File: src/hri_defines.svh
// Purpose: Constants for the handler result interface.
// Assumes: Included by bare name.
// Notes:   Definitions only.
`ifndef HRI_DEFINES_SVH
`define HRI_DEFINES_SVH
`define HRI_CHAN_MAX      20
`define HRI_CHAN_SMALL    10
`define HRI_MEAS_TIME_NS  1000
`define HRI_CLK_PERIOD_NS 100
`define HRI_MEAS_CYCLES   ((`HRI_MEAS_TIME_NS + `HRI_CLK_PERIOD_NS - 1) / `HRI_CLK_PERIOD_NS)
// Reset values; the trigger sample starts at the line's idle level.
`define HRI_PIN_RST_VAL   1'b1
`define HRI_DONE_RST_VAL  1'b1
`define HRI_RES_RST_VAL   20'h00000
`endif

File: src/hri_pkg.sv
// Purpose: Types for the handler result interface.
// Assumes: Nothing.
// Notes:   Holds the state machine type and the pin carrier.
package hri_pkg;
  typedef enum logic [1:0] {
    HRI_IDLE = 2'b00,
    HRI_MEAS = 2'b01,
    HRI_DONE = 2'b10
  } hri_state_e;

  // One open-collector pin: level driven and its enable.
  typedef struct packed {
    logic o;
    logic oe;
  } hri_pin_s;
endpackage

File: src/hri_handler_port.sv
// Purpose: Handler port driving per-channel verdicts, summary and done pins.
// Assumes: Comparator verdicts arrive with a valid strobe per channel.
// Notes:   Outputs are open collector; an asserted pin is pulled low.
// Contract
// - One result pin per channel, 1 pass.
// - Channels eleven to twenty valid on large variant.
// - Summary pin shows combined verdict, 1 pass.
// - Done pin 0 measuring, 1 finished.
// - Trigger input starts a measurement.
// - Factory jumper setting: rising edge triggers.
// - Alternate jumper setting: falling edge triggers.
// - Outputs open collector, asserted means pulled low.
// - Done behaviour follows result grouping setting.
// - Single grouping flags each channel; all flags last.
`timescale 1ns/100ps
`default_nettype none
`include "hri_defines.svh"
module hri_handler_port #(
  parameter int CHAN_COUNT = `HRI_CHAN_MAX
) (
  input  wire logic                    ref_clk,
  input  wire logic                    rst,
  input  wire logic                    clk_en,
  input  wire logic                    trig_pin,
  input  wire logic                    edge_select_jumper_a,
  input  wire logic                    edge_select_jumper_b,
  input  wire logic                    group_single_channel,
  input  wire logic [4:0]              verdict_chan,
  input  wire logic                    verdict_valid,
  input  wire logic                    verdict_pass,
  output logic                         meas_start,
  output logic                         meas_busy,
  output hri_pkg::hri_pin_s [19:0]     chan_pin,
  output hri_pkg::hri_pin_s            summary_pin,
  output hri_pkg::hri_pin_s            done_pin
);
  import hri_pkg::*;

  ////////////////////////////////////////////////////////////////////////////
  // Registers and next values.
  hri_state_e  state_q, state_d;
  logic        trig_q, trig_d;
  logic [19:0] result_q, result_d;
  logic [19:0] seen_q, seen_d;
  logic        done_q, done_d;
  logic        trig_edge;
  logic [19:0] chan_mask;
  logic [19:0] chan_oe;

  // Channels that exist on this variant.
  function automatic logic [19:0] enabled_mask(input int count);
    logic [19:0] m;
    m = 20'h00000;
    for (int i = 0; i < 20; i++) begin
      if (i < count) begin
        m[i] = 1'b1;
      end
    end
    return m;
  endfunction

  assign chan_mask = enabled_mask(CHAN_COUNT);

  // Edge select: both jumpers in the alternate position pick the falling edge.
  always_comb begin
    trig_d = trig_pin;
    if (edge_select_jumper_a && edge_select_jumper_b) begin
      trig_edge = trig_q && !trig_pin;
    end else begin
      trig_edge = !trig_q && trig_pin;
    end
  end

  ////////////////////////////////////////////////////////////////////////////
  // Measurement sequencing and result capture.
  always_comb begin
    state_d  = state_q;
    result_d = result_q;
    seen_d   = seen_q;
    done_d   = done_q;
    case (state_q)
      HRI_IDLE, HRI_DONE: begin
        if (trig_edge) begin
          state_d = HRI_MEAS;
          seen_d  = 20'h00000;
          done_d  = 1'b0;
        end
      end
      HRI_MEAS: begin
        done_d = 1'b0;
        if (verdict_valid && verdict_chan < 5'(CHAN_COUNT)) begin
          result_d[verdict_chan] = verdict_pass;
          seen_d[verdict_chan]   = 1'b1;
          if (group_single_channel) begin
            done_d = 1'b1;
          end
        end
        if ((seen_d & chan_mask) == chan_mask) begin
          state_d = HRI_DONE;
          done_d  = 1'b1;
        end
      end
      default: begin
        state_d = HRI_IDLE;
      end
    endcase
  end

  // State registers; clock enable freezes everything.
  always_ff @(posedge ref_clk or posedge rst) begin
    if (rst) begin
      state_q  <= HRI_IDLE;
      trig_q   <= `HRI_PIN_RST_VAL; // Idle level, so a released line is no edge.
      result_q <= `HRI_RES_RST_VAL;
      seen_q   <= 20'h00000;
      done_q   <= `HRI_DONE_RST_VAL;
    end else if (clk_en) begin
      state_q  <= state_d;
      trig_q   <= trig_d;
      result_q <= result_d;
      seen_q   <= seen_d;
      done_q   <= done_d;
    end
  end

  ////////////////////////////////////////////////////////////////////////////
  // Pin drive: logic 0 pulls the line low, logic 1 releases to the pull-up.
  always_comb begin
    for (int i = 0; i < 20; i++) begin
      chan_pin[i].o  = 1'b0;
      chan_pin[i].oe = chan_mask[i] && !result_q[i];
    end
    summary_pin.o  = 1'b0;
    summary_pin.oe = |(chan_mask & ~result_q);
    done_pin.o     = 1'b0;
    done_pin.oe    = !done_q;
  end

  assign meas_start = clk_en && trig_edge && state_q != HRI_MEAS;
  assign meas_busy  = state_q == HRI_MEAS;

  ////////////////////////////////////////////////////////////////////////////
  // Checks.
  // Each property watches pins or state that this module drives.

  // Per-channel pull-down enables gathered into one vector for the checks.
  always_comb begin
    for (int i = 0; i < 20; i++) begin
      chan_oe[i] = chan_pin[i].oe;
    end
  end

  property p_done_low_measuring;
    @(posedge ref_clk) disable iff (rst)
    (clk_en && meas_start) |=> !done_q;
  endproperty
  a_done_low_measuring: assert property (p_done_low_measuring) else $error("Done not cleared.");

  property p_stable_after_done;
    @(posedge ref_clk) disable iff (rst)
    (state_q == HRI_DONE && !trig_edge) |=> $stable(result_q);
  endproperty
  a_stable_after_done: assert property (p_stable_after_done) else $error("Results moved.");

  property p_summary_fail;
    @(posedge ref_clk) disable iff (rst)
    (|chan_oe) |-> summary_pin.oe;
  endproperty
  a_summary_fail: assert property (p_summary_fail) else $error("Summary missed fail.");

  property p_summary_pass;
    @(posedge ref_clk) disable iff (rst)
    !(|chan_oe) |-> !summary_pin.oe;
  endproperty
  a_summary_pass: assert property (p_summary_pass) else $error("Summary false fail.");

  property p_rise_start;
    @(posedge ref_clk) disable iff (rst)
    (clk_en && !(edge_select_jumper_a && edge_select_jumper_b) && !trig_q && trig_pin && state_q != HRI_MEAS)
      |=> state_q == HRI_MEAS;
  endproperty
  a_rise_start: assert property (p_rise_start) else $error("Rising edge ignored.");

  property p_fall_start;
    @(posedge ref_clk) disable iff (rst)
    (clk_en && edge_select_jumper_a && edge_select_jumper_b && trig_q && !trig_pin && state_q != HRI_MEAS)
      |=> state_q == HRI_MEAS;
  endproperty
  a_fall_start: assert property (p_fall_start) else $error("Falling edge ignored.");

  property p_single_done;
    @(posedge ref_clk) disable iff (rst)
    (clk_en && state_q == HRI_MEAS && group_single_channel && verdict_valid && verdict_chan < 5'(CHAN_COUNT))
      |=> !done_pin.oe;
  endproperty
  a_single_done: assert property (p_single_done) else $error("Per-channel done missing.");

  property p_upper_off;
    @(posedge ref_clk) disable iff (rst)
    (CHAN_COUNT <= `HRI_CHAN_SMALL) |-> !chan_pin[19].oe;
  endproperty
  a_upper_off: assert property (p_upper_off) else $error("Unused channel driven.");

  // A verdict lands on its own channel pin, a pass releasing it.
  property p_chan_verdict;
    @(posedge ref_clk) disable iff (rst)
    (clk_en && meas_busy && verdict_valid && verdict_chan < 5'(CHAN_COUNT))
      |=> chan_oe[$past(verdict_chan)] == !$past(verdict_pass);
  endproperty
  a_chan_verdict: assert property (p_chan_verdict) else $error("Channel verdict not shown.");

  // Under all-channel grouping the done pin stays pulled low while measuring.
  property p_done_low_all;
    @(posedge ref_clk) disable iff (rst)
    (meas_busy && !group_single_channel && !$past(group_single_channel))
      |-> done_pin.oe;
  endproperty
  a_done_low_all: assert property (p_done_low_all) else $error("Done rose early.");
endmodule
`default_nettype wire

File: config.mk
export PLATFORM = sky130hd
export DESIGN_NAME = hri_handler_port
export DESIGN_NICKNAME = d
export VERILOG_FILES = /design/src/hri_pkg.sv /design/src/hri_handler_port.sv
export VERILOG_INCLUDE_DIRS = /design/src
export SDC_FILE = /design/constraint.sdc
export NUM_CORES = 1
export LEC_CHECK = 0
export BUFFER_PORTS_ARGS = -buffer_cell sky130_fd_sc_hd__buf_2
export CAP_MARGIN = 20
export CELL_PAD_IN_SITES_DETAIL_PLACEMENT = 1
export CELL_PAD_IN_SITES_GLOBAL_PLACEMENT = 1
export CORE_MARGIN = 1
export CORE_UTILIZATION = 43
export DETAILED_ROUTE_END_ITERATION = 7
export PLACE_DENSITY = 0.85
export SETUP_SLACK_MARGIN = 0.1
export SLEW_MARGIN = 20
export SYNTH_ARGS = -nofsm -noshare
export SYNTH_HDL_FRONTEND = slang
export SYNTH_SLANG_ARGS = --single-unit
File: constraint.sdc
create_clock -name ref_clk -period 2.9 [get_ports ref_clk]
set_input_delay 0.435 -clock ref_clk [delete_from_list [all_inputs] [get_ports ref_clk]]
set_output_delay 0.435 -clock ref_clk [all_outputs]
set_load 0.005 [all_outputs]
==> flow_metrics.py, run 1 <==
metrics = {
    "worst_setup_path": {
        "critPathLaunchType": "flip-flop",
        "required_ns": 3.09,
        "crit_type": "reg2reg",
        "worstSetupEndpointType": "flip-flop",
        "cp_max_fo": 20,
        "arrival_ns": 2.06,
    },
    "place": {
        "dp_slack_ns": 0.881,
        "place_congestion": 0.893,
        "port_buffers": 37,
        "placed_cells": 348,
        "dp_hpwl_um": 4290,
        "placed_area_um2": 2580,
    },
    "power": {
        "power_frac_comb_pct": 16.8,
        "switchingPower_mw": 0.411,
        "pwr_density_cell_nw_per_um2": 563,
        "p_leak_nw": 1.22,
        "seqPwrFrac_pct": 53.4,
        "switching_share_pct": 27.2,
        "clockPowerShare_pct": 29.7,
        "vdd_ir_drop_max_mv": 0.260,
        "p_total_mw": 1.51,
        "internal-power_mw": 1.10,
    },
    "global_routing": {
        "grt_max_degree": 45,
        "grt-ovfl-total": 0,
        "grt_pass1_vias": 2030,
        "grt.total_usage_pct": 22.4,
        "grt_pass1_wl_um": 10200,
        "antenna_found_initial": 0,
    },
    "outcome": {
        "outcome": "finished clean",
    },
    "layout": {
        "areaGrowthSynthToFinish_pct": 10.1,
        "multi_input_area_um2": 1110,
        "post-route-util_pct": 49.0,
        "drive_above_1_share_pct": 19.1,
        "final_cells": 355,
        "n_antenna_cell": 0,
        "n_fill_cell": 666,
        "design_area_um2": 2680,
        "final_nets": 297,
        "seqCellArea_um2": 1100,
    },
    "clock_network": {
        "tritoncts": "built",
        "cts_setup_buffers": 0,
        "hold_buffers": 0,
        "clockBufferDepth": 2,
        "h-tree-depth": 2,
        "cts_resized": 0,
        "clock_latency_ns": 0.30,
        "cts_root_buf": "clkbuf_8",
        "cts.sinks": 44,
        "clkTransAtPathRegs_ns": 0.08,
        "cts_buffers": 5,
    },
    "detailed_routing": {
        "drtIter0Drc": 192,
        "postRouteAntennaNets": 0,
        "routed_wl_um": 5980,
        "routedWlPerCell_um": 16.9,
        "first_pass_iters": 5,
        "vias": 1945,
        "via_per_inst": 5.48,
        "drc": 0,
    },
    "synthesis": {
        "synthFlopType": "dfrtp_1",
        "yosysWarningCount": 0,
        "synth-seq-cells": 44,
        "syn_inst": 250,
        "synth_seq_area_share_pct": 45.3,
        "netlist_area_um2": 2440,
        "synth_edf_count": 0,
        "syn_area_per_cell_um2": 9.75,
        "netlist-cell-type-count": 43,
        "async_flop_share_pct": 100,
    },
    "timing": {
        "fin_setup_tns_ns": 0,
        "hold_ws_ns": 0.266,
        "max_freq_mhz": 536,
        "worstMarginPinSlew_ns": 0.811,
        "layout_worst_path_cycle_share_pct": 64.3,
        "clock_skew_ns": 0.00773,
        "rsz0062_at_grt": "false",
        "finalHoldViolCount": 0,
        "layout_min_cycle_time_ns": 1.87,
        "setup_ws_ns": 1.03,
        "slew_headroom_pct": 46.0,
        "setup_viol": 0,
        "slew_viol_final": 0,
    },
    "run": {
        "cap_violations": 0,
    },
    "die": {
        "start_util_pct": 44.6,
        "coreArea_um2": 5470,
        "rows": 27,
        "pin_count": 60,
        "die_w_um": 77.3,
        "dieArea_um2": 5980,
        "die_h_um": 77.3,
    },
    "worst_hold_path": {
        "min_path_type": "in2async",
    },
}
[worst paths after layout]
path	startpoint	to	cells after the start	slack [ns]
min reg2reg	seen_q[10]	seen_q[10]	1	0.52
max	trig_q	seen_q[8]	5	1.03
max reg2reg	trig_q	seen_q[8]	5	1.03
min in group ref_clk	trig_pin	trig_q	2	0.39
max in group asynchronous	rst	trig_q	3	2.26
min	rst	seen_q[16]	3	0.27
[worst max-delay path, stage by stage, from the launching register on]
cell and delay, ns:
dfstp_2 0.55, nand4b_1 0.12, o21ai_2 0.12, o21ai_1 0.10, or2_1 0.52, a22o_1 0.35
[synth_stat cells (2+ instances only)]
cell / n / area share, %
dfrtp_1: 42 / 43
buf_4: 22 / 6.8
inv_1: 22 / 3.4
nor2_1: 22 / 3.4
o21a_1: 19 / 5.8
mux2_1: 15 / 6.9
nand2_1: 14 / 2.2
nand3_1: 12 / 2.5
nand4_1: 8 / 2.1
o21ai_0: 7 / 1.4
clkbuf_1: 6 / 0.92
o21ai_1: 5 / 1.0
a21oi_1: 4 / 0.82
a32oi_1: 4 / 1.4
and3_1: 4 / 1.0
buf_2: 4 / 0.82
a21o_1: 3 / 0.92
and3b_1: 3 / 1.1
nand4b_1: 3 / 1.1
a32o_1: 2 / 0.82
and4bb_2: 2 / 1.0
dfstp_2: 2 / 2.2
mux2_2: 2 / 0.92
nand4bb_1: 2 / 0.92
nor2b_1: 2 / 0.51
nor3b_1: 2 / 0.62
[routing by layer]
| layer | vias up | share of wire (%) | wire length [um] | global-route usage [%] |
|---|---|---|---|---|
| met4 | 0 | 1.2 | 72 | 6.60 |
| met3 | 7 | 4.3 | 255 | 5.60 |
| met5 | - | 0 | 0 | 0 |
| li1 | 885 | - | - | - |
| met2 | 49 | 49 | 2950 | 37.0 |
| met1 | 1004 | 45 | 2710 | 28.9 |
[flip-flops by register name, indices dropped and copies added, names as in the netlist]
name and cells:
seen_q 20, state_q 2, trig_q 1, done_q 1, result_q 20
[power by group through the flow]
| stage | registers (mW) | logic, mW | clock network, mW |
|---|---|---|---|
| after floorplan | 0.783 | 0.197 | 0 |
| after global placement | 0.813 | 0.244 | 0 |
| after detailed placement | 0.817 | 0.255 | 0 |
| after CTS | 0.805 | 0.258 | 0.461 |
| after global routing | 0.821 | 0.289 | 0.487 |
| final | 0.807 | 0.254 | 0.449 |
[final cells by class]
class / count / area share (%)
Multi-Input combinational cell: 172 / 41.4
Sequential cell: 44 / 41.1
Timing Repair Buffer: 38 / 7.18
Tap cell: 72 / 3.36
Inverter: 22 / 3.08
Clock buffer: 6 / 2.70
Clock inverter: 1 / 1.12
[cells in the final DEF, fill, tap and decap left out, types with 4 or more instances in the layout]
master	synthesis	routed
dfrtp_1	42	42
buf_2	4	37
nor2_1	22	22
inv_1	22	22
conb_1	1	22
o21a_1	19	19
mux2_1	15	15
nand2_1	14	14
nand3_1	12	12
nand4_1	8	8
o21ai_0	7	7
o21ai_1	5	5
clkbuf_8	0	5
and3_1	4	4
a32oi_1	4	4
a21oi_1	4	4
[logic make-up after synthesis]
group | count (synthesis) | synth area share, %
other | 1 | 0.154
buffers and inverters | 55 | 12.4
AO/OA/AOI/OAI | 49 | 14.0
multiplexers | 17 | 7.85
flip-flops | 44 | 45.3
AND/OR/NAND/NOR | 84 | 20.4
Note: power is estimated with default switching activity, not from simulation.
==> inputs of run 2 (changes only) <==
--- a/config.mk
+++ b/config.mk
@@ -11,9 +11,9 @@
 export CELL_PAD_IN_SITES_DETAIL_PLACEMENT = 1
 export CELL_PAD_IN_SITES_GLOBAL_PLACEMENT = 1
 export CORE_MARGIN = 1
-export CORE_UTILIZATION = 43
+export CORE_UTILIZATION = 40
 export DETAILED_ROUTE_END_ITERATION = 7
-export PLACE_DENSITY = 0.85
+export PLACE_DENSITY = 0.8
 export SETUP_SLACK_MARGIN = 0.1
 export SLEW_MARGIN = 20
 export SYNTH_ARGS = -nofsm -noshare
==> constraint.sdc (replaced) <==
create_clock -name ref_clk -period 1.8 [get_ports ref_clk]
set_input_delay 0.27 -clock ref_clk [delete_from_list [all_inputs] [get_ports ref_clk]]
set_output_delay 0.27 -clock ref_clk [all_outputs]
set_load 0.005 [all_outputs]
==> run 2 against run 1 <==
  * Register-to-register slack worse by 0.88 ns
  * Clock skew down 0.00065 ns
  * First-iteration DRC count down 48%
  * Cell area rose by 3.8%
  * Utilization decreased by 1.7 points
  * Count of clock-buffer cells in the layout is 2 higher
  * Critical endpoint is now result_q[14]
  * Setup slack worse by 0.88 ns
  * Global-route usage is 1.3 points lower
  * Final cell count is 3.4% higher
==> flow_metrics.py, run 2 (synthesis results as in run 1) <==
metrics = {
    "detailed_routing": {
        "first_pass_iters": 4,
        "via_per_inst": 5.29,
        "vias": 1942,
        "routed_wl_um": 6150,
        "drc": 0,
        "routedWlPerCell_um": 16.8,
        "drtIter0Drc": 99,
        "postRouteAntennaNets": 0,
    },
    "timing": {
        "max_freq_mhz": 608,
        "slew_viol_final": 0,
        "fin_setup_tns_ns": 0,
        "layout_worst_path_cycle_share_pct": 91.4,
        "worstMarginPinSlew_ns": 0.559,
        "layout_min_cycle_time_ns": 1.64,
        "clock_skew_ns": 0.00708,
        "finalHoldViolCount": 0,
        "setup_viol": 0,
        "hold_ws_ns": 0.115,
        "slew_headroom_pct": 62.7,
        "rsz0062_at_grt": "false",
    },
    "worst_setup_path": {
        "r2r_slack_ns": 0.16,
        "worstSetupEndpointType": "flip-flop",
        "critPathCapture": "result_q[14]",
        "cp_max_fo": 6,
        "required_ns": 1.98,
        "worst_r2r_endpoint": "result_q[14]",
        "arrival_ns": 1.82,
        "reg2reg_depth": 5,
        "startpoint": "state_q[1]",
        "crit_type": "reg2reg",
        "reg2reg_from": "state_q[1]",
        "critPathLaunchType": "flip-flop",
    },
    "global_routing": {
        "grt_pass1_vias": 1949,
        "grt.total_usage_pct": 21.1,
        "grt-ovfl-total": 0,
        "gr-max-usage-layer": "met2",
        "use_met2_pct": 35.8,
        "grtUsageMet3_pct": 2.73,
        "grt_use_met1_pct": 27.7,
        "grt_max_degree": 45,
        "grt_pass1_wl_um": 10100,
        "antenna_found_initial": 0,
    },
    "layout": {
        "areaGrowthSynthToFinish_pct": 14.3,
        "layout_commonest_cell": "dfrtp_1",
        "post-route-util_pct": 47.3,
        "final_cell_mix": "dfrtp_1, buf_2, inv_1, conb_1, o21a_1",
        "seqCellArea_um2": 1100,
        "drive_above_1_share_pct": 27.1,
        "top_regs": "result_q x20, seen_q x20, state_q x2",
        "n_fill_cell": 710,
        "multi_input_area_um2": 1150,
        "n_antenna_cell": 0,
        "final_nets": 305,
    },
    "die": {
        "dieArea_um2": 6410,
        "die_h_um": 80.1,
        "die_w_um": 80.1,
        "start_util_pct": 41.4,
        "pin_count": 60,
        "rows": 28,
        "coreArea_um2": 5890,
    },
    "power": {
        "p_leak_nw": 1.26,
        "vdd_ir_drop_max_mv": 0.334,
        "pwr_density_cell_nw_per_um2": 858,
    },
    "place": {
        "port_buffers": 37,
        "place_congestion": 0.856,
        "dp_hpwl_um": 4620,
    },
    "clock_network": {
        "tritoncts": "built",
        "clock_latency_ns": 0.29,
        "hold_buffers": 0,
        "cts.sinks": 44,
        "cts_root_buf": "clkbuf_8",
        "clkTransAtPathRegs_ns": 0.08,
        "clockBufferDepth": 2,
        "h-tree-depth": 2,
        "cts_buffers": 5,
    },
    "outcome": {
        "outcome": "finished clean",
    },
    "run": {
        "cap_violations": 0,
    },
    "worst_hold_path": {
        "min_path_type": "in2async",
    },
}
run 2: cell types whose count changed in the layout (fill, tap and decap cells not counted), sizes merged:
cell and delta:
buf +8, clkbuf +2, bufinv -1
run 2: critical path: stages, from the launching register on:
cell     delay [ns]
dfrtp_1        0.38
and2b_1        0.26
and2_4         0.21
nand2_2        0.14
nor2_2         0.20
mux2_1         0.33
run 2: layer usage:
metal	part of all wire [%]	up-vias
li1	-	906
met1	46	980
met2	49	46
met3	3.3	10
met4	2.0	0
met5	0	-
run 2: worst min path at each step:
stage	to	slack (ns)	cells past startpoint
6_report	result_q[18]	0.12	3
3_3_place_gp	result_q[18]	0.44	3
3_5_place_dp	result_q[18]	0.45	3
2_1_floorplan	trig_q	0.42	1
4_1_cts	result_q[18]	0.13	3
5_1_grt	result_q[12]	0.17	3
run 2: power by group:
group	total (mW)	switching, mW	internal [mW]
sequential	1.29	0.137	1.16
clock	0.675	0.324	0.351
combinational	0.421	0.207	0.214
run 2: layout make-up:
cell class                 count  share of cell area, %
multi-input combinational    172                   41.4
inverter                      22                   2.96
timing repair buffer          46                   9.07
tap                           75                   3.37
sequential                    44                   39.6
clock buffer                   8                   3.59
run 2: repair_timing:
item                       in CTS  in global routing
setup endpoints to repair       8                 13
gates resized for setup         6                 11
buffers inserted                0                  0
run 2: per-stage QoR:
| stage | worst slack, ns | area [um^2] | power, mW | instances |
|---|---|---|---|---|
| global placement | 0.135 | 2650 | 1.70 | 359 |
| detailed placement | 0.0633 | 2650 | 1.73 | 359 |
| CTS | 0.0831 | 2760 | 2.41 | 367 |
| floorplan | 0.271 | 2520 | 1.58 | 271 |
| global route | 0.109 | 2790 | 2.52 | 367 |
| finish | 0.155 | 2790 | 2.39 | 367 |
